## src/core/flash_pm_map.svh

```systemverilog
// Opcodes, field values and timing figures of the power-mode and page-size logic
`ifndef FLASH_PM_MAP_SVH
`define FLASH_PM_MAP_SVH

// Opcodes
`define OP_DEEP_ENTER 8'hB9
`define OP_DEEP_RESUME 8'hAB
`define OP_ULTRA_ENTER 8'h79
`define OP_CFG_B0 8'h3D
`define OP_CFG_B1 8'h2A
`define OP_CFG_B2 8'h80
`define OP_CFG_BIN 8'hA6
`define OP_CFG_STD 8'hA7

// Frame layout
`define CFG_LEN 3'h4
`define CMD_BYTES 4
`define BIT_ALIGNED 3'h0
`define BYTE_CNT_MAX 3'h7

// Page-size flag encoding
`define PAGE_SIZE_STD 1'b0
`define PAGE_SIZE_BIN 1'b1

// Timing, in ns
`define CLK_PERIOD_NS 20
`define DEEP_ENTRY_TIME_NS 3000
`define DEEP_RESUME_TIME_NS 8000
`define ULTRA_ENTRY_TIME_NS 3000
`define ULTRA_EXIT_LOW_PULSE_NS 20
`define ULTRA_EXIT_TIME_NS 100000
`define CONFIG_PROGRAM_TIME_NS 4000000

`endif

```

## src/core/flash_pm_pkg.sv

```systemverilog
// Types shared by the power-mode and page-size logic
package flash_pm_pkg;

  // Gray codes along standby -> deep -> resume and standby -> ultra -> exit
  typedef enum logic [2:0] {
    ST_STANDBY     = 3'h0,
    ST_ENTER_DEEP  = 3'h1,
    ST_DEEP        = 3'h3,
    ST_RESUMING    = 3'h2,
    ST_ENTER_ULTRA = 3'h4,
    ST_ULTRA       = 3'h5,
    ST_ULTRA_EXIT  = 3'h7
  } power_state_e;

endpackage

```

## src/core/spi_frame_shifter.sv

```systemverilog
// Serial pin synchroniser, bit shifter and frame counters
`include "flash_pm_map.svh"

module spi_frame_shifter (
  input wire logic clk_i,
  input wire logic resetn_i,
  input wire logic cs_n_pin_i,
  input wire logic sck_pin_i,
  input wire logic si_pin_i,
  output logic cs_low_o,
  output logic cs_fall_o,
  output logic cs_rise_o,
  output logic byte_valid_o,
  output logic [7:0] byte_o,
  output logic [2:0] byte_idx_o,
  output logic [2:0] byte_cnt_o,
  output logic aligned_o
);

  logic [1:0] cs_sync;
  logic [1:0] sck_sync;
  logic [1:0] si_sync;
  logic cs_q;
  logic sck_q;
  logic cs_rise_d;
  logic [2:0] bit_cnt;
  logic [6:0] shift;

  wire cs_low = ~cs_sync[1];
  wire sck_rise = sck_sync[1] & ~sck_q & cs_low;
  wire byte_done = sck_rise & (bit_cnt == 3'h7);
  wire cs_fall_now = cs_low & cs_q;
  wire cs_rise_now = ~cs_low & ~cs_q;

  assign cs_low_o = cs_low;
  assign aligned_o = (bit_cnt == `BIT_ALIGNED);

  ////////////////////////////////////////////////////////////////////////////
  // Pins cross in through two flops each
  always_ff @(posedge clk_i or negedge resetn_i) begin
    if (!resetn_i) begin
      cs_sync <= 2'h3;
      sck_sync <= 2'h0;
      si_sync <= 2'h0;
      cs_q <= 1'b1;
      sck_q <= 1'b0;
    end else begin
      cs_sync <= {cs_sync[0], cs_n_pin_i};
      sck_sync <= {sck_sync[0], sck_pin_i};
      si_sync <= {si_sync[0], si_pin_i};
      cs_q <= cs_sync[1];
      sck_q <= sck_sync[1];
    end
  end

  ////////////////////////////////////////////////////////////////////////////
  // Frame end is delayed two cycles so a last clock edge next to it lands first
  always_ff @(posedge clk_i or negedge resetn_i) begin
    if (!resetn_i) begin
      cs_fall_o <= 1'b0;
      cs_rise_d <= 1'b0;
      cs_rise_o <= 1'b0;
    end else begin
      cs_fall_o <= cs_fall_now;
      cs_rise_d <= cs_rise_now;
      cs_rise_o <= cs_rise_d;
    end
  end

  ////////////////////////////////////////////////////////////////////////////
  // Bit and byte counting, MSB first
  always_ff @(posedge clk_i or negedge resetn_i) begin
    if (!resetn_i) begin
      bit_cnt <= 3'h0;
      shift <= 7'h00;
      byte_cnt_o <= 3'h0;
      byte_idx_o <= 3'h0;
      byte_o <= 8'h00;
      byte_valid_o <= 1'b0;
    end else begin
      byte_valid_o <= byte_done;
      if (cs_fall_now) begin
        bit_cnt <= 3'h0;
        byte_cnt_o <= 3'h0;
      end else if (sck_rise) begin
        bit_cnt <= bit_cnt + 3'h1;
        shift <= {shift[5:0], si_sync[1]};
        if (byte_done) begin
          byte_o <= {shift, si_sync[1]};
          byte_idx_o <= byte_cnt_o;
          if (byte_cnt_o != `BYTE_CNT_MAX) begin
            byte_cnt_o <= byte_cnt_o + 3'h1;
          end
        end
      end
    end
  end

endmodule

```

## src/core/flash_power_mode_page_config.sv

```systemverilog
// Power-mode, suspend-flag and page-size command logic of a serial flash
// Function
// - While buffer-1 program is suspended, commands that modify buffer 1 are ignored.
// - Erase-suspend flag is set when any erase is suspended.
// - Device sits in standby while deselected and idle.
// - Deep mode ignores every command except resume.
// - Opcode B9h then deselect enters deep mode within its entry time.
// - Incomplete or misaligned deep entry aborts; device stays in standby.
// - Deep entry is ignored while a program or erase runs.
// - Opcode ABh then deselect returns to standby within the resume time.
// - Incomplete or misaligned resume aborts; device stays in deep mode.
// - Opcode 79h then deselect enters ultra mode within its entry time.
// - Ultra mode ignores all commands, resume included.
// - Entering ultra mode discards both data buffers.
// - Incomplete or misaligned ultra entry aborts; device stays in standby.
// - Ultra entry is ignored while a program or erase runs.
// - A long enough select pulse leaves ultra mode within the exit time.
// - A command begun before the exit time ends is ignored.
// - Power-up always lands in standby.
// - Sequence 3Dh 2Ah 80h A6h selects the 256-byte page size.
// - Same prefix ending A7h selects the 264-byte page size.
// - Deselect after a size sequence runs a timed program, reported busy.
// - New page size applies when that program completes.
// - Page size lives in nonvolatile storage and can change both ways.
// - Ready flag is 0 while an internal operation runs, 1 when ready.
// - Page-size flag is 0 for 264 bytes and 1 for 256 bytes.
`include "flash_pm_map.svh"

module flash_power_mode_page_config
  import flash_pm_pkg::*;
#(
  parameter int TIMER_W = 20,
  parameter int DEEP_ENTRY_CYCLES = `DEEP_ENTRY_TIME_NS / `CLK_PERIOD_NS,
  parameter int DEEP_RESUME_CYCLES = `DEEP_RESUME_TIME_NS / `CLK_PERIOD_NS,
  parameter int ULTRA_ENTRY_CYCLES = `ULTRA_ENTRY_TIME_NS / `CLK_PERIOD_NS,
  parameter int ULTRA_LOW_CYCLES =
    (`ULTRA_EXIT_LOW_PULSE_NS + `CLK_PERIOD_NS - 1) / `CLK_PERIOD_NS,
  parameter int ULTRA_EXIT_CYCLES = `ULTRA_EXIT_TIME_NS / `CLK_PERIOD_NS,
  parameter int CONFIG_PROGRAM_CYCLES = `CONFIG_PROGRAM_TIME_NS / `CLK_PERIOD_NS
) (
  input wire logic clk_i,
  input wire logic resetn_i,
  input wire logic cs_n_i,
  input wire logic sck_i,
  input wire logic si_i,
  input wire logic array_busy_i,
  input wire logic buf1_suspend_set_i,
  input wire logic buf1_suspend_clr_i,
  input wire logic erase_suspend_set_i,
  input wire logic erase_suspend_clr_i,
  input wire logic buf1_modify_req_i,
  input wire logic nv_page_size_i,
  output logic buf1_modify_grant_o,
  output logic buf1_prog_suspended_o,
  output logic erase_suspended_flag_o,
  output logic status_ready_o,
  output logic page_size_binary_o,
  output logic standby_o,
  output logic deep_mode_o,
  output logic ultra_mode_o,
  output logic cmd_enable_o,
  output logic buffer_discard_o,
  output logic nv_prog_o,
  output logic nv_prog_data_o
);

  ////////////////////////////////////////////////////////////////////////////
  // Elaboration checks
  localparam logic [TIMER_W-1:0] DEEP_ENTRY_LD = TIMER_W'(DEEP_ENTRY_CYCLES - 1);
  localparam logic [TIMER_W-1:0] DEEP_RESUME_LD = TIMER_W'(DEEP_RESUME_CYCLES - 1);
  localparam logic [TIMER_W-1:0] ULTRA_ENTRY_LD = TIMER_W'(ULTRA_ENTRY_CYCLES - 1);
  localparam logic [TIMER_W-1:0] ULTRA_LOW_MIN = TIMER_W'(ULTRA_LOW_CYCLES);
  localparam logic [TIMER_W-1:0] ULTRA_EXIT_LD = TIMER_W'(ULTRA_EXIT_CYCLES - 1);
  localparam logic [TIMER_W-1:0] CFG_PROG_LD = TIMER_W'(CONFIG_PROGRAM_CYCLES - 1);
  localparam longint TIMER_LIMIT = longint'(1) << TIMER_W;

  if (DEEP_ENTRY_CYCLES < 1 || DEEP_RESUME_CYCLES < 1 || ULTRA_ENTRY_CYCLES < 1 ||
      ULTRA_LOW_CYCLES < 1 || ULTRA_EXIT_CYCLES < 1 || CONFIG_PROGRAM_CYCLES < 1) begin : g_min
    $error("Every timing count must be at least one cycle");
  end
  if (TIMER_W < 4 || TIMER_W > 31 || CONFIG_PROGRAM_CYCLES >= TIMER_LIMIT ||
      ULTRA_EXIT_CYCLES >= TIMER_LIMIT || DEEP_RESUME_CYCLES >= TIMER_LIMIT ||
      DEEP_ENTRY_CYCLES >= TIMER_LIMIT || ULTRA_ENTRY_CYCLES >= TIMER_LIMIT) begin : g_fit
    $error("Timing counts do not fit the timer width");
  end

  ////////////////////////////////////////////////////////////////////////////
  // Serial front end
  logic cs_low;
  logic cs_fall;
  logic cs_rise;
  logic byte_valid;
  logic [7:0] rx_byte;
  logic [2:0] byte_idx;
  logic [2:0] byte_cnt;
  logic aligned;

  spi_frame_shifter u_shifter (
    .clk_i(clk_i),
    .resetn_i(resetn_i),
    .cs_n_pin_i(cs_n_i),
    .sck_pin_i(sck_i),
    .si_pin_i(si_i),
    .cs_low_o(cs_low),
    .cs_fall_o(cs_fall),
    .cs_rise_o(cs_rise),
    .byte_valid_o(byte_valid),
    .byte_o(rx_byte),
    .byte_idx_o(byte_idx),
    .byte_cnt_o(byte_cnt),
    .aligned_o(aligned)
  );

  ////////////////////////////////////////////////////////////////////////////
  // State
  power_state_e state;
  power_state_e next_state;
  logic [TIMER_W-1:0] pm_timer;
  logic [TIMER_W-1:0] next_pm_timer;
  logic [TIMER_W-1:0] cfg_timer;
  logic [7:0] cmd_byte [`CMD_BYTES];
  logic frame_void;
  logic cfg_busy;
  logic cfg_target;
  logic page_size;
  logic nv_loaded;
  logic buf1_susp;
  logic erase_susp;

  ////////////////////////////////////////////////////////////////////////////
  // Command decode at deselect
  wire ready = ~(array_busy_i | cfg_busy);
  // Only whole bytes count; frames begun in a transient state never count
  wire frame_ok = cs_rise & ~frame_void & aligned & (byte_cnt != 3'h0);
  wire in_standby = (state == ST_STANDBY);
  wire is_deep_enter = (cmd_byte[0] == `OP_DEEP_ENTER);
  wire is_ultra_enter = (cmd_byte[0] == `OP_ULTRA_ENTER);
  wire is_resume = (cmd_byte[0] == `OP_DEEP_RESUME);
  wire cfg_prefix = (cmd_byte[0] == `OP_CFG_B0) & (cmd_byte[1] == `OP_CFG_B1) &
                    (cmd_byte[2] == `OP_CFG_B2) & (byte_cnt >= `CFG_LEN);
  wire cfg_bin = cfg_prefix & (cmd_byte[3] == `OP_CFG_BIN);
  wire cfg_std = cfg_prefix & (cmd_byte[3] == `OP_CFG_STD);
  wire commit_deep = in_standby & frame_ok & is_deep_enter & ready;
  wire commit_ultra = in_standby & frame_ok & is_ultra_enter & ready;
  wire commit_cfg = in_standby & frame_ok & (cfg_bin | cfg_std) & ready;
  wire commit_resume = (state == ST_DEEP) & frame_ok & is_resume;
  wire timer_zero = (pm_timer == '0);
  wire cfg_done = cfg_busy & (cfg_timer == '0);

  ////////////////////////////////////////////////////////////////////////////
  // Power-mode sequencing
  always_comb begin
    next_state = state;
    next_pm_timer = pm_timer;
    case (state)
      ST_STANDBY: begin
        if (commit_deep) begin
          next_state = ST_ENTER_DEEP;
          next_pm_timer = DEEP_ENTRY_LD;
        end else if (commit_ultra) begin
          next_state = ST_ENTER_ULTRA;
          next_pm_timer = ULTRA_ENTRY_LD;
        end
      end
      ST_ENTER_DEEP: begin
        if (timer_zero) begin
          next_state = ST_DEEP;
        end else begin
          next_pm_timer = pm_timer - 1'b1;
        end
      end
      ST_DEEP: begin
        if (commit_resume) begin
          next_state = ST_RESUMING;
          next_pm_timer = DEEP_RESUME_LD;
        end
      end
      ST_RESUMING: begin
        if (timer_zero) begin
          next_state = ST_STANDBY;
        end else begin
          next_pm_timer = pm_timer - 1'b1;
        end
      end
      ST_ENTER_ULTRA: begin
        if (timer_zero) begin
          next_state = ST_ULTRA;
        end else begin
          next_pm_timer = pm_timer - 1'b1;
        end
      end
      ST_ULTRA: begin
        // Timer measures the select pulse; clocked bits are ignored
        if (cs_rise) begin
          if (pm_timer >= ULTRA_LOW_MIN) begin
            next_state = ST_ULTRA_EXIT;
            next_pm_timer = ULTRA_EXIT_LD;
          end else begin
            next_pm_timer = '0;
          end
        end else if (cs_low && pm_timer < ULTRA_LOW_MIN) begin
          next_pm_timer = pm_timer + 1'b1;
        end
      end
      ST_ULTRA_EXIT: begin
        if (timer_zero) begin
          next_state = ST_STANDBY;
        end else begin
          next_pm_timer = pm_timer - 1'b1;
        end
      end
      default: begin
        next_state = ST_STANDBY;
        next_pm_timer = '0;
      end
    endcase
  end

  always_ff @(posedge clk_i or negedge resetn_i) begin
    if (!resetn_i) begin
      state <= ST_STANDBY;
      pm_timer <= '0;
    end else begin
      state <= next_state;
      pm_timer <= next_pm_timer;
    end
  end

  ////////////////////////////////////////////////////////////////////////////
  // Frame qualification and opcode capture
  always_ff @(posedge clk_i or negedge resetn_i) begin
    if (!resetn_i) begin
      frame_void <= 1'b0;
    end else if (cs_fall) begin
      // Ultra and transient states swallow the whole frame
      frame_void <= ~(in_standby | (state == ST_DEEP));
    end
  end

  for (genvar i = 0; i < `CMD_BYTES; i++) begin : g_cmd
    always_ff @(posedge clk_i or negedge resetn_i) begin
      if (!resetn_i) begin
        cmd_byte[i] <= 8'h00;
      end else if (cs_fall) begin
        cmd_byte[i] <= 8'h00;
      end else if (byte_valid && byte_idx == 3'(i)) begin
        cmd_byte[i] <= rx_byte;
      end
    end
  end

  ////////////////////////////////////////////////////////////////////////////
  // Page-size configuration and its nonvolatile program cycle
  // The stored size is caught once after reset; a strap must not load async
  always_ff @(posedge clk_i or negedge resetn_i) begin
    if (!resetn_i) begin
      nv_loaded <= 1'b0;
      page_size <= `PAGE_SIZE_STD;
      cfg_busy <= 1'b0;
      cfg_target <= `PAGE_SIZE_STD;
      cfg_timer <= '0;
    end else begin
      if (!nv_loaded) begin
        nv_loaded <= 1'b1;
        page_size <= nv_page_size_i;
      end else if (cfg_done) begin
        page_size <= cfg_target;
      end
      if (commit_cfg) begin
        cfg_busy <= 1'b1;
        cfg_target <= cfg_bin ? `PAGE_SIZE_BIN : `PAGE_SIZE_STD;
        cfg_timer <= CFG_PROG_LD;
      end else if (cfg_done) begin
        cfg_busy <= 1'b0;
      end else if (cfg_busy) begin
        cfg_timer <= cfg_timer - 1'b1;
      end
    end
  end

  ////////////////////////////////////////////////////////////////////////////
  // Suspend flags; a set in the clearing cycle wins
  always_ff @(posedge clk_i or negedge resetn_i) begin
    if (!resetn_i) begin
      buf1_susp <= 1'b0;
      erase_susp <= 1'b0;
    end else begin
      buf1_susp <= buf1_suspend_set_i | (buf1_susp & ~buf1_suspend_clr_i);
      erase_susp <= erase_suspend_set_i | (erase_susp & ~erase_suspend_clr_i);
    end
  end

  ////////////////////////////////////////////////////////////////////////////
  // Outputs
  always_ff @(posedge clk_i or negedge resetn_i) begin
    if (!resetn_i) begin
      buffer_discard_o <= 1'b0;
    end else begin
      buffer_discard_o <= commit_ultra;
    end
  end

  assign buf1_prog_suspended_o = buf1_susp;
  assign erase_suspended_flag_o = erase_susp;
  assign buf1_modify_grant_o = buf1_modify_req_i & ~buf1_susp & in_standby;
  assign status_ready_o = ready;
  assign page_size_binary_o = page_size;
  assign standby_o = in_standby & ~cs_low & ready;
  assign deep_mode_o = (state == ST_DEEP);
  assign ultra_mode_o = (state == ST_ULTRA);
  // Other command decoders only run in standby, never in a low-power mode
  assign cmd_enable_o = in_standby & ~frame_void;
  assign nv_prog_o = cfg_busy;
  assign nv_prog_data_o = cfg_target;

endmodule

```

## config.mk

```make
export PLATFORM = sky130hd
export DESIGN_NAME = flash_power_mode_page_config
export DESIGN_NICKNAME = d
export VERILOG_FILES = /design/src/core/flash_pm_pkg.sv /design/src/core/spi_frame_shifter.sv /design/src/core/flash_power_mode_page_config.sv
export VERILOG_INCLUDE_DIRS = /design/src /design/src/core
export SDC_FILE = /design/constraint.sdc
export NUM_CORES = 1
export LEC_CHECK = 0
export BUFFER_PORTS_ARGS = -buffer_cell sky130_fd_sc_hd__buf_4
export CORE_UTILIZATION = 40
export CTS_CLUSTER_SIZE = 25
export DETAILED_ROUTE_END_ITERATION = 7
export SETUP_SLACK_MARGIN = 0.02
export SLEW_MARGIN = 15
export SYNTH_ARGS = -nofsm -noshare
export SYNTH_HDL_FRONTEND = slang
export SYNTH_SLANG_ARGS = --single-unit
export TNS_END_PERCENT = 1
```

## constraint.sdc

```tcl
create_clock -name clk_i -period 2.8 [get_ports clk_i]
set_input_delay 0.28 -clock clk_i [delete_from_list [all_inputs] [get_ports clk_i]]
set_output_delay 0.28 -clock clk_i [all_outputs]
set_load 0.05 [all_outputs]
```

==> impl_summary.txt, run 1 <==
----------------------------------------------------
[Critical path]
  Data required time of the worst path ... 3.10 ns
  Library cell contributing the largest single delay on the critical path ... sky130_fd_sc_hd__or4_4
  Crit path max-delay family ... simple AND/OR/NAND/NOR gates
  Critical path capture point type ... flip-flop
  Cells traversed along the worst timing path ... or3_4, or3_1, or4_4, o22ai_4, nor2_2, buf_4, mux2_2
  Endpoint of the most critical register-to-register path ... pm_timer[12]
  Worst R2R Start ... pm_timer[15]
  R2R depth ... 7
  CP startpoint kind ... flip-flop
  Critical path data arrival time ... 2.97 ns
  Peak fanout along the critical path ... 7
  Worst stage delay on the critical path ... 0.61 ns
  Register-to-register setup slack ... 0.13 ns
  Number of buffers and inverters on the critical path ... 1
  Startpoint of the most critical setup path ... pm_timer[15]
  Kind of critical path ... reg2reg

[Timing]
  Final worst path period need ... 2.67 ns
  Setup violations, final ... 0
  Final Hold Violating Endpoints ... 0
  Clk_skew ... 0.00926 ns
  Worst-case headroom to the max-slew limit ... 0.410
  Setup TNS Final ... 0 ns
  Highest clock rate ... 0.375 GHz
  Final period utilization ... 0.953
  Setup repair after global routing missed its margin ... false
  Pins over their slew limit ... 0
  Worst Max-Slew Pin Slew ... 0.879 ns

[Clocking]
  H-tree lvl count ... 4
  Maximum clock path buffer count ... 2
  Number of buffers created by CTS ... 17
  TritonCTS clock tree ... built
  Reg clk slew, reported paths ... 0.06 ns
  Worst skew pair latency ... 0.42 ns
  Total number of clock tree sinks ... 119
  Clock root cell ... sky130_fd_sc_hd__clkbuf_16

[Layout]
  Layout Nets ... 706
  Layout-stage area growth over the synthesis result ... 18.9%
  Share of post-route cells with drive strength above 1 ... 0.180
  Most common library cell in the layout ignoring fill and taps ... sky130_fd_sc_hd__dfrtp_1
  Number of antenna repair diodes ... 0
  Number of standard cells in the layout, taps in and fillers out ... 884
  Leading cell types in the layout, fill and taps excluded ... 116 x sky130_fd_sc_hd__dfrtp_1, 74 x sky130_fd_sc_hd__nand2_1, 59 x sky130_fd_sc_hd__nor2_1

[Synth]
  Sequential share of the synthesized area ... 0.481
  Xor-xnor portion of the synthesized cell area ... 0.0296
  Compound-Gate Fraction of Synth Area ... 0.139
  Flip-flop cell with the highest count after synthesis ... sky130_fd_sc_hd__dfrtp_1
  Simple-gate share of the synthesized area ... 0.225
  Netlist cell types ... 71
  Cell area after synthesis ... 0.00620 mm²
  Synth top area cells ... sky130_fd_sc_hd__dfrtp_1 47%, sky130_fd_sc_hd__nand2_1 4.5%, sky130_fd_sc_hd__mux2i_1 3.7%
  Fraction of synthesized cell area taken by the top area cell type ... 0.468
  Number of enable flip-flop cells after synthesis ... 0
  Yosys warning total ... 0
  Arithmetic-cell share of the synthesized area counting full adders, half adders and majority gates ... 0.0218
  Yosys reg bits ... 119
  Post-synth net total ... 661
  Dominant combinational cell family by area after synthesis ... simple AND/OR/NAND/NOR gates
  Cell taking the most area after synthesis ... sky130_fd_sc_hd__dfrtp_1
  Instance count of the mapped netlist ... 639
  Synthesized area divided by synthesized cell count ... 9.71 µm²
  Share of cell area taken by muxes after synthesis ... 0.0680
  Share of synthesized flip-flops with an asynchronous set or reset ... 1.00

[Run]
  Max Cap Violations ... 0

[Power]
  Power density over cell area ... 564 mW/mm²
  Largest voltage drop on the vdd net ... 0.000425 V
  Standby leakage power ... 3.13 nW

[Route]
  Length of the first detailed-routing pass in iterations ... 6
  Remaining routing DRC violations ... 0
  DR iter-0 viols ... 456
  Routed vias ... 5024
  Vias per std cell ... 5.68
  Post-detailed-route count of antenna-violating nets ... 0
  Total wirelength of the detailed-routed design ... 14300 µm
  Wirelength per Cell ... 16.2 µm

[Placement]
  Number of I/O port buffers ... 23
  Final Wtd Congestion ... 0.885
  Placed cell count ... 849
  HPWL Detailed ... 10100 µm

[Floorplan]
  Width of the chip ... 127 µm
  Area of the core ... 0.0151 mm²
  Starting density of the core ... 0.410
  Die H ... 127 µm
  I/O pins ... 24
  Placement row count ... 45
  DIE AREA ... 0.0160 mm²

[Global route]
  All-layer global routing usage ... 0.193
  Global-route wire length before repair ... 24200 µm
  Antenna violations before repair ... 0
  Number of global-route vias before repair ... 4837
  Maximum number of pins on one net before global-route repair ... 48
  GRT Residual Overflow ... 0

[Worst hold path]
  Hold worst-path end ... erase_suspended_flag_o
  Origin of the worst min-delay path ... erase_suspend_set_i
  Kind of path behind the tightest hold check ... in2reg
  Number of instances on the worst hold path ... 2

[Outcome]
  Run status ... completed

----------------------------------------------------
metrics by stage:
step	util	setup WS, ns	instance area (µm²)	hold WS, ns	total power [mW]
3_5_place_dp	0.445	0.164	6740	0.335	2.00
3_3_place_gp	0.445	0.203	6740	0.334	1.99
4_1_cts	0.487	0.153	7370	0.0271	4.20
2_1_floorplan	-	0.161	6210	-0.0156	1.91
5_1_grt	0.487	0.0302	7380	0.0240	4.32
6_report	0.487	0.132	7380	0.0403	4.16
Yosys cell counts (all sizes together) (5+ instances only):
cell    number
a21oi       38
a22oi        5
a31oi       17
a32o         5
and3         8
and4         5
clkbuf      31
dfrtp      116
ha          10
inv         18
mux2        17
mux2i       23
nand2       74
nand2b       6
nand3       20
nand4        8
nor2        61
nor2b        9
nor3        13
nor4        16
nor4b        7
o21ai       23
o22ai        8
o31ai        6
or3          5
or4          8
xnor2       12
xor2         9
how the worst max path moves through the flow:
stage | to | cells after the start | slack [ns]
2_1_floorplan | pm_timer[10] | 9 | 0.16
3_3_place_gp | pm_timer[12] | 7 | 0.20
3_5_place_dp | pm_timer[12] | 7 | 0.16
4_1_cts | pm_timer[12] | 7 | 0.15
5_1_grt | pm_timer[12] | 9 | 0.03
6_report | pm_timer[12] | 7 | 0.13
state kept, by name, summed over array words and instances, names as in the netlist, 2 cells and up:
register,count
u_shifter.byte_o,8
state,3
u_shifter.si_sync,2
u_shifter.byte_cnt_o,3
u_shifter.byte_idx_o,3
u_shifter.shift,7
u_shifter.bit_cnt,3
pm_timer,20
cmd_byte,32
u_shifter.cs_sync,2
u_shifter.sck_sync,2
cfg_timer,20
power breakdown:
group | internal [mW] | total, mW | switching [mW] | leakage, nW
logic | 0.0664 | 0.159 | 0.0922 | 1.33
clock network | 1.42 | 2.20 | 0.778 | 0.279
registers | 1.77 | 1.81 | 0.0346 | 1.52
layout make-up:
type                    count  area, µm²
fillers                  1398       7770
multi-input cells         467       3010
flip-flops and latches    119       2980
repair buffers             61        484
clock buffers              20        447
well taps                 188        235
clock inverters            11        148
inverters                  18       67.6
what timing repair did:
action                     CTS  global route
hold endpoints to repair    48             0
resized for setup            0             1
hold buffers                 4             0
buffers inserted             0             0
setup endpoints to repair    0             3
worst reg2reg max path: stages, from the launching register on:
cell and delay (ns):
sky130_fd_sc_hd__dfrtp_1 0.43, sky130_fd_sc_hd__or3_4 0.41, sky130_fd_sc_hd__or3_1 0.45, sky130_fd_sc_hd__or4_4 0.61, sky130_fd_sc_hd__o22ai_4 0.16, sky130_fd_sc_hd__nor2_2 0.06
sky130_fd_sc_hd__buf_4 0.17, sky130_fd_sc_hd__mux2_2 0.27
cells by family (layout without fill, tap and decap cells):
kind of cell / count (synthesis) / after routing
and+or+nand+nor: 264 / 264
AOI/OAI and AO/OA: 130 / 130
DFF: 119 / 119
buffers and inverters: 53 / 110
muxes: 40 / 40
xor gates and xnor gates: 21 / 21
adders and majority gates: 11 / 11
other: 1 / 1
layer usage:
layer | share of wire | vias to the layer above | global-route usage
met2 | 0.47 | 141 | 0.296
met3 | 0.050 | 26 | 0.0590
li1 | - | 2424 | -
met4 | 0.018 | 0 | 0.0716
met5 | 0 | - | 0
met1 | 0.47 | 2433 | 0.256
Power figures use the tool's default switching activity.
==> run 2: changes to the inputs <==
- MAX_ROUTING_LAYER: unset -> met4
- REMOVE_ABC_BUFFERS: unset -> 1
- SYNTH_HIERARCHICAL: unset -> 1
==> run 2 against run 1 <==
Net effect: cell count is 0.11% lower; count of clock-buffer cells in the layout rose by 1; area after synthesis up 0.60%; register-to-register slack hardly changed; critical path type unchanged; largest cell class unchanged; highest routed layer unchanged.
==> impl_summary.txt, run 2 <==
----------------------------------------------------
[Critical path]
  Data required time of the worst path ... 3.10 ns
  Critical path data arrival time ... 2.97 ns
  CP startpoint kind ... flip-flop
  Cells traversed along the worst timing path ... or3_1, or3_1, nor4_1, a21bo_2, o221ai_1, mux2_2
  Peak fanout along the critical path ... 7
  Kind of critical path ... reg2reg
  Worst stage delay on the critical path ... 0.48 ns
  Library cell contributing the largest single delay on the critical path ... sky130_fd_sc_hd__or3_1
  Cell seen most often among critical-path stages ... sky130_fd_sc_hd__or3_1
  Critical path capture point type ... flip-flop

[Floorplan]
  Placement row count ... 45
  Die H ... 127 µm
  Starting density of the core ... 0.411
  Area of the core ... 0.0152 mm²
  DIE AREA ... 0.0161 mm²
  Width of the chip ... 127 µm
  I/O pins ... 24

[Route]
  Length of the first detailed-routing pass in iterations ... 5
  Total wirelength of the detailed-routed design ... 15100 µm
  Wirelength per Cell ... 17.1 µm
  Vias per std cell ... 5.70
  Post-detailed-route count of antenna-violating nets ... 0
  Routed vias ... 5029
  Remaining routing DRC violations ... 0
  DR iter-0 viols ... 419

[Layout]
  Leading cell types in the layout, fill and taps excluded ... 116 x sky130_fd_sc_hd__dfrtp_1, 73 x sky130_fd_sc_hd__nand2_1, 55 x sky130_fd_sc_hd__nor2_1
  Layout Nets ... 704
  Sequential standard cell area ... 0.00298 mm²
  Number of standard cells in the layout, taps in and fillers out ... 883
  Number of antenna repair diodes ... 0
  Post-Route Utilization ... 0.484
  Final design instance area without fill ... 0.00736 mm²
  Multi-input gate area in the final layout ... 0.00305 mm²
  Share of post-route cells with drive strength above 1 ... 0.177
  Flip-flop count of the largest register after layout ... 32
  Top register by number of flip-flops ... cmd_byte
  Most common library cell in the layout ignoring fill and taps ... sky130_fd_sc_hd__dfrtp_1
  Number of inserted filler cells in the final layout ... 1427
  Biggest registers after layout ... cmd_byte (32), cfg_timer (20), pm_timer (20)
  Layout-stage area growth over the synthesis result ... 18.0%

[Clocking]
  Total number of clock tree sinks ... 119
  Worst skew pair latency ... 0.42 ns
  Clock root cell ... sky130_fd_sc_hd__clkbuf_16
  Reg clk slew, reported paths ... 0.06 ns
  Count of instances resized after the clock tree is built ... 0
  H-tree lvl count ... 4
  Number of buffers created by CTS ... 17
  Maximum clock path buffer count ... 2
  TritonCTS clock tree ... built

[Global route]
  Maximum number of pins on one net before global-route repair ... 49
  Global-route wire length before repair ... 25800 µm
  Antenna violations before repair ... 0
  Number of global-route vias before repair ... 5035
  All-layer global routing usage ... 0.212
  GRT Residual Overflow ... 0

[Worst hold path]
  Kind of path behind the tightest hold check ... in2reg

[Power]
  Total net switching power ... 0.925 mW
  Standby leakage power ... 3.15 nW
  Combinational share of power ... 0.039
  Share of total power in the clock network ... 0.515
  Switching Fraction ... 0.229
  Power density over cell area ... 550 mW/mm²
  Largest voltage drop on the vdd net ... 0.000459 V
  Register share of total power ... 0.446
  Design internal power ... 3.12 mW
  Power, Total ... 4.05 mW

[Synth]
  Commonest cells post-synth ... 116 x sky130_fd_sc_hd__dfrtp_1, 73 x sky130_fd_sc_hd__nand2_1, 55 x sky130_fd_sc_hd__nor2_1
  Synthesized area divided by synthesized cell count ... 9.75 µm²
  Netlist cell types ... 71
  Instance count of the mapped netlist ... 640
  Flip-flop cell with the highest count after synthesis ... sky130_fd_sc_hd__dfrtp_1
  Synth top area cells ... sky130_fd_sc_hd__dfrtp_1 47%, sky130_fd_sc_hd__nand2_1 4.4%, sky130_fd_sc_hd__mux2i_1 3.7%
  Fraction of synthesized cell area taken by the top area cell type ... 0.465
  Share of synthesized flip-flops with an asynchronous set or reset ... 1.00
  Yosys warning total ... 6
  Yosys reg bits ... 119
  Cell area after synthesis ... 0.00624 mm²
  Most numerous cell in the Yosys netlist ... sky130_fd_sc_hd__dfrtp_1
  Number of enable flip-flop cells after synthesis ... 0
  Sequential share of the synthesized area ... 0.478
  Cell taking the most area after synthesis ... sky130_fd_sc_hd__dfrtp_1

[Timing]
  Highest clock rate ... 0.374 GHz
  Final worst path period need ... 2.67 ns
  Setup TNS Final ... 0 ns
  Final period utilization ... 0.955
  Pins over their slew limit ... 0
  Worst Max-Slew Pin Slew ... 0.860 ns
  Smallest setup slack after layout ... 0.126 ns
  Worst-case headroom to the max-slew limit ... 0.425
  Setup violations, final ... 0
  Clk_skew ... 0.0104 ns
  Setup repair after global routing missed its margin ... false
  Final Hold Violating Endpoints ... 0
  Worst hold slack ... 0.0339 ns

[Placement]
  Post-placement setup slack ... 0.189 ns
  Final Wtd Congestion ... 0.955
  HPWL Detailed ... 10700 µm
  Placed cell count ... 847
  Placed cell areas ... 0.00676 mm²
  Number of I/O port buffers ... 23

[Outcome]
  Run status ... completed

[Run]
  Max Cap Violations ... 0

----------------------------------------------------
[run 2: cell count changes after synthesis, sizes merged, moves of 4 or more]
cell,change
nand3,+10
or3,+10
a31oi,-7
nor2,-6
buf,+5
clkbuf,-4
nor2b,-4
nor4b,-4
xnor2,+4
[run 2: layout make-up]
class | count | area share
Multi-Input combinational cell | 468 | 0.414
Sequential cell | 119 | 0.405
Clock buffer | 21 | 0.0639
Timing Repair Buffer | 59 | 0.0632
Tap cell | 188 | 0.0319
Clock inverter | 11 | 0.0133
Inverter | 17 | 0.00867
[run 2: critical path: cells and delay by family, from the launching register on]
kind               cells  cell delay, ns
and+or+nand+nor        3            1.37
AOI/OAI and AO/OA      2            0.46
DFF                    1            0.44
muxes                  1            0.28
[run 2: cell families after synthesis]
family,synth area share
flip-flops,0.478
other,0.000601
multiplexers,0.0790
AO/OA/AOI/OAI,0.131
buffers and inverters,0.0359
XOR/XNOR,0.0309
adder cells (fa/ha/maj),0.0233
AND/OR/NAND/NOR,0.222
[run 2: metal layers]
layer / global-route usage / vias to the layer above / wire length, µm / share of wire
met4: 0.0763 / 0 / 350 / 0.023
li1: - / 2403 / - / -
met5: - / - / 0 / 0
met1: 0.267 / 2484 / 6710 / 0.44
met2: 0.331 / 118 / 7340 / 0.49
met3: 0.0527 / 24 / 702 / 0.046
[run 2: worst paths after layout]
| check | endpoint | startpoint | depth (start not counted) | slack (ns) |
|---|---|---|---|---|
| worst min-delay path | buf1_prog_suspended_o | buf1_suspend_set_i | 2 | 0.03 |
| worst max register to register | pm_timer[1] | pm_timer[6] | 6 | 0.13 |
| min in group asynchronous | buf1_prog_suspended_o | resetn_i | 2 | 0.42 |
| worst max-delay path | pm_timer[1] | pm_timer[6] | 6 | 0.13 |
| max in group asynchronous | u_shifter/cs_sync[1] | resetn_i | 3 | 1.66 |
| worst min register to register | u_shifter/cs_rise_o | u_shifter/cs_rise_d | 0 | 0.35 |
[run 2: what timing repair did]
| action | in CTS | in global routing |
|---|---|---|
| setup buffers | 0 | 0 |
| hold endpoints to repair | 48 | 0 |
| hold buffers | 4 | 0 |
[run 2: power by group through the flow]
stage	Combinational, mW	Sequential, mW	Clock (mW)
CTS	0.163	1.80	2.13
global route	0.177	1.81	2.23
finish	0.157	1.80	2.09
detailed placement	0.157	1.83	0
floorplan	0.0625	1.84	0
global placement	0.154	1.83	0
==> run 3: changes to the inputs <==
- CORE_MARGIN: unset -> 10
==> run 3 against run 2 <==
Net effect: flip-flop and latch count did not move; fmax up 3.8%; critical path depth down 1; cell area hardly changed; core utilization is 0.20 points lower; clock power hardly changed; setup slack improved by 0.097 ns; count of clock-buffer cells in the layout shrank 3; total power decreased by 0.14%; critical endpoint is now cfg_timer[18].
==> impl_summary.txt, run 3 (same netlist as run 2, synthesis figures left out) <==
----------------------------------------------------
[Clocking]
  Number of buffers created by CTS ... 17
  Maximum clock path buffer count ... 2
  H-tree lvl count ... 4
  Clock root cell ... sky130_fd_sc_hd__clkbuf_16
  Worst skew pair latency ... 0.42 ns
  Total number of clock tree sinks ... 119
  TritonCTS clock tree ... built
  Number of buffers inserted by post-CTS setup repair ... 0
  Reg clk slew, reported paths ... 0.05 ns

[Critical path]
  R2R depth ... 5
  Worst stage delay on the critical path ... 0.56 ns
  Peak fanout along the critical path ... 10
  Crit path max-delay family ... simple AND/OR/NAND/NOR gates
  Number of cells on the critical path ... 5
  Critical path data arrival time ... 2.91 ns
  Critical path capture point type ... flip-flop
  Data required time of the worst path ... 3.13 ns
  CP startpoint kind ... flip-flop
  Kind of critical path ... reg2reg
  Cells traversed along the worst timing path ... or4_4, or3_1, or4_4, or3_1, a21oi_1
  Number of buffers and inverters on the critical path ... 0
  Library cell contributing the largest single delay on the critical path ... sky130_fd_sc_hd__or4_4

[Layout]
  Flip-flop count of the largest register after layout ... 32
  Share of post-route cells with drive strength above 1 ... 0.174
  Layout Nets ... 700
  Layout-stage area growth over the synthesis result ... 17.9%
  Leading cell types in the layout, fill and taps excluded ... 116 x sky130_fd_sc_hd__dfrtp_1, 73 x sky130_fd_sc_hd__nand2_1, 55 x sky130_fd_sc_hd__nor2_1
  Number of standard cells in the layout, taps in and fillers out ... 901
  Number of antenna repair diodes ... 0
  Biggest registers after layout ... cmd_byte (32), cfg_timer (20), pm_timer (20)
  Most common library cell in the layout ignoring fill and taps ... sky130_fd_sc_hd__dfrtp_1
  Top register by number of flip-flops ... cmd_byte

[Floorplan]
  Width of the chip ... 145 µm
  I/O pins ... 24
  Die H ... 145 µm
  DIE AREA ... 0.0210 mm²
  Starting density of the core ... 0.409
  Area of the core ... 0.0153 mm²
  Placement row count ... 45

[Global route]
  All-layer global routing usage ... 0.152
  Global-route wire length before repair ... 25900 µm
  Maximum number of pins on one net before global-route repair ... 58
  Antenna violations before repair ... 0
  Number of global-route vias before repair ... 5140
  GRT Residual Overflow ... 0

[Timing]
  Setup TNS Final ... 0 ns
  Highest clock rate ... 0.388 GHz
  Clk_skew ... 0.0122 ns
  Worst-case headroom to the max-slew limit ... 0.290
  Setup violations, final ... 0
  Setup repair after global routing missed its margin ... false
  Pins over their slew limit ... 0
  Final worst path period need ... 2.58 ns
  Worst Max-Slew Pin Slew ... 1.07 ns
  Final period utilization ... 0.920
  Final Hold Violating Endpoints ... 0

[Route]
  Post-detailed-route count of antenna-violating nets ... 0
  DR iter-0 viols ... 463
  Length of the first detailed-routing pass in iterations ... 5
  Routed vias ... 5041
  Wirelength per Cell ... 16.9 µm
  Total wirelength of the detailed-routed design ... 15300 µm
  Vias per std cell ... 5.59
  Remaining routing DRC violations ... 0

[Power]
  Largest voltage drop on the vdd net ... 0.000508 V
  Share of total power in the clock network ... 0.516
  Register share of total power ... 0.447
  Combinational share of power ... 0.037
  Switching Fraction ... 0.238
  Design internal power ... 3.08 mW
  Total net switching power ... 0.961 mW
  Standby leakage power ... 3.13 nW
  Power, Total ... 4.04 mW
  Power density over cell area ... 549 mW/mm²

[Placement]
  Final Wtd Congestion ... 0.922
  Number of I/O port buffers ... 23
  Placed cell count ... 866
  HPWL Detailed ... 10500 µm

[Run]
  Max Cap Violations ... 0

[Worst hold path]
  Number of instances on the worst hold path ... 2
  Kind of path behind the tightest hold check ... in2reg

[Outcome]
  Run status ... completed

----------------------------------------------------
==> run 3: cell count changes in the layout (fill, tap and decap cells not counted) <==
cell and change:
sky130_fd_sc_hd__inv_6 +4, sky130_fd_sc_hd__clkinvlp_4 -1, sky130_fd_sc_hd__nor4_2 +1, sky130_fd_sc_hd__clkbuf_1 -1
sky130_fd_sc_hd__buf_4 -4, sky130_fd_sc_hd__nor4_1 -1, sky130_fd_sc_hd__clkbuf_8 -2, sky130_fd_sc_hd__clkinv_2 -1
==> run 3: per-stage QoR <==
| step | area (µm²) | hold WS [ns] | worst slack, ns | util |
|---|---|---|---|---|
| 6_report | 7360 | 0.0427 | 0.224 | 0.482 |
| 2_1_floorplan | 6080 | -0.0156 | -0.928 | - |
| 4_1_cts | 7350 | 0.0265 | 0.128 | 0.482 |
| 5_1_grt | 7360 | 0.0294 | 0.0470 | 0.482 |
| 3_5_place_dp | 6750 | 0.307 | 0.149 | 0.443 |
| 3_3_place_gp | 6750 | 0.305 | 0.269 | 0.443 |
==> run 3: cell type report <==
class                   count  area [µm²]
fillers                  1449        7900
repair buffers             55         435
well taps                 211         264
clock inverters            13         120
clock buffers              18         439
multi-input cells         468        3060
flip-flops and latches    119        2980
inverters                  17        63.8
==> run 3: layer usage <==
metal  track usage  wire length, µm  vias to the layer above  share of wire
met5             -                0                        -              0
met4        0.0546              150                        0         0.0098
met3        0.0363              733                       14          0.048
met2         0.225             7300                      153           0.48
met1         0.198             7070                     2474           0.46
li1              -                -                     2400              -
==> run 3: worst paths after layout <==
path	start	end	slack (ns)
worst max-delay path	cfg_timer[8]	cfg_timer[18]	0.22
worst min-delay path	erase_suspend_set_i	erase_suspended_flag_o	0.04
worst max register to register	cfg_timer[8]	cfg_timer[18]	0.22
worst min register to register	u_shifter/cs_rise_d	u_shifter/cs_rise_o	0.35
max in group asynchronous	resetn_i	u_shifter/cs_sync[1]	1.61
min in group asynchronous	resetn_i	cmd_byte[16]	0.42
==> run 3: repair_timing <==
action | CTS | global route
endpoints found under the hold margin | 42 | 0
resized for setup | 0 | 1
setup endpoints to repair | 0 | 1
hold buffers | 4 | 0
==> run 3: power by group through the flow <==
| stage | clock [mW] | sequential, mW | combinational, mW |
|---|---|---|---|
| after floorplan | 0 | 1.84 | 0.0625 |
| after global placement | 0 | 1.84 | 0.144 |
| after detailed placement | 0 | 1.84 | 0.148 |
| after CTS | 2.13 | 1.81 | 0.153 |
| after global routing | 2.20 | 1.82 | 0.167 |
| final | 2.08 | 1.81 | 0.149 |
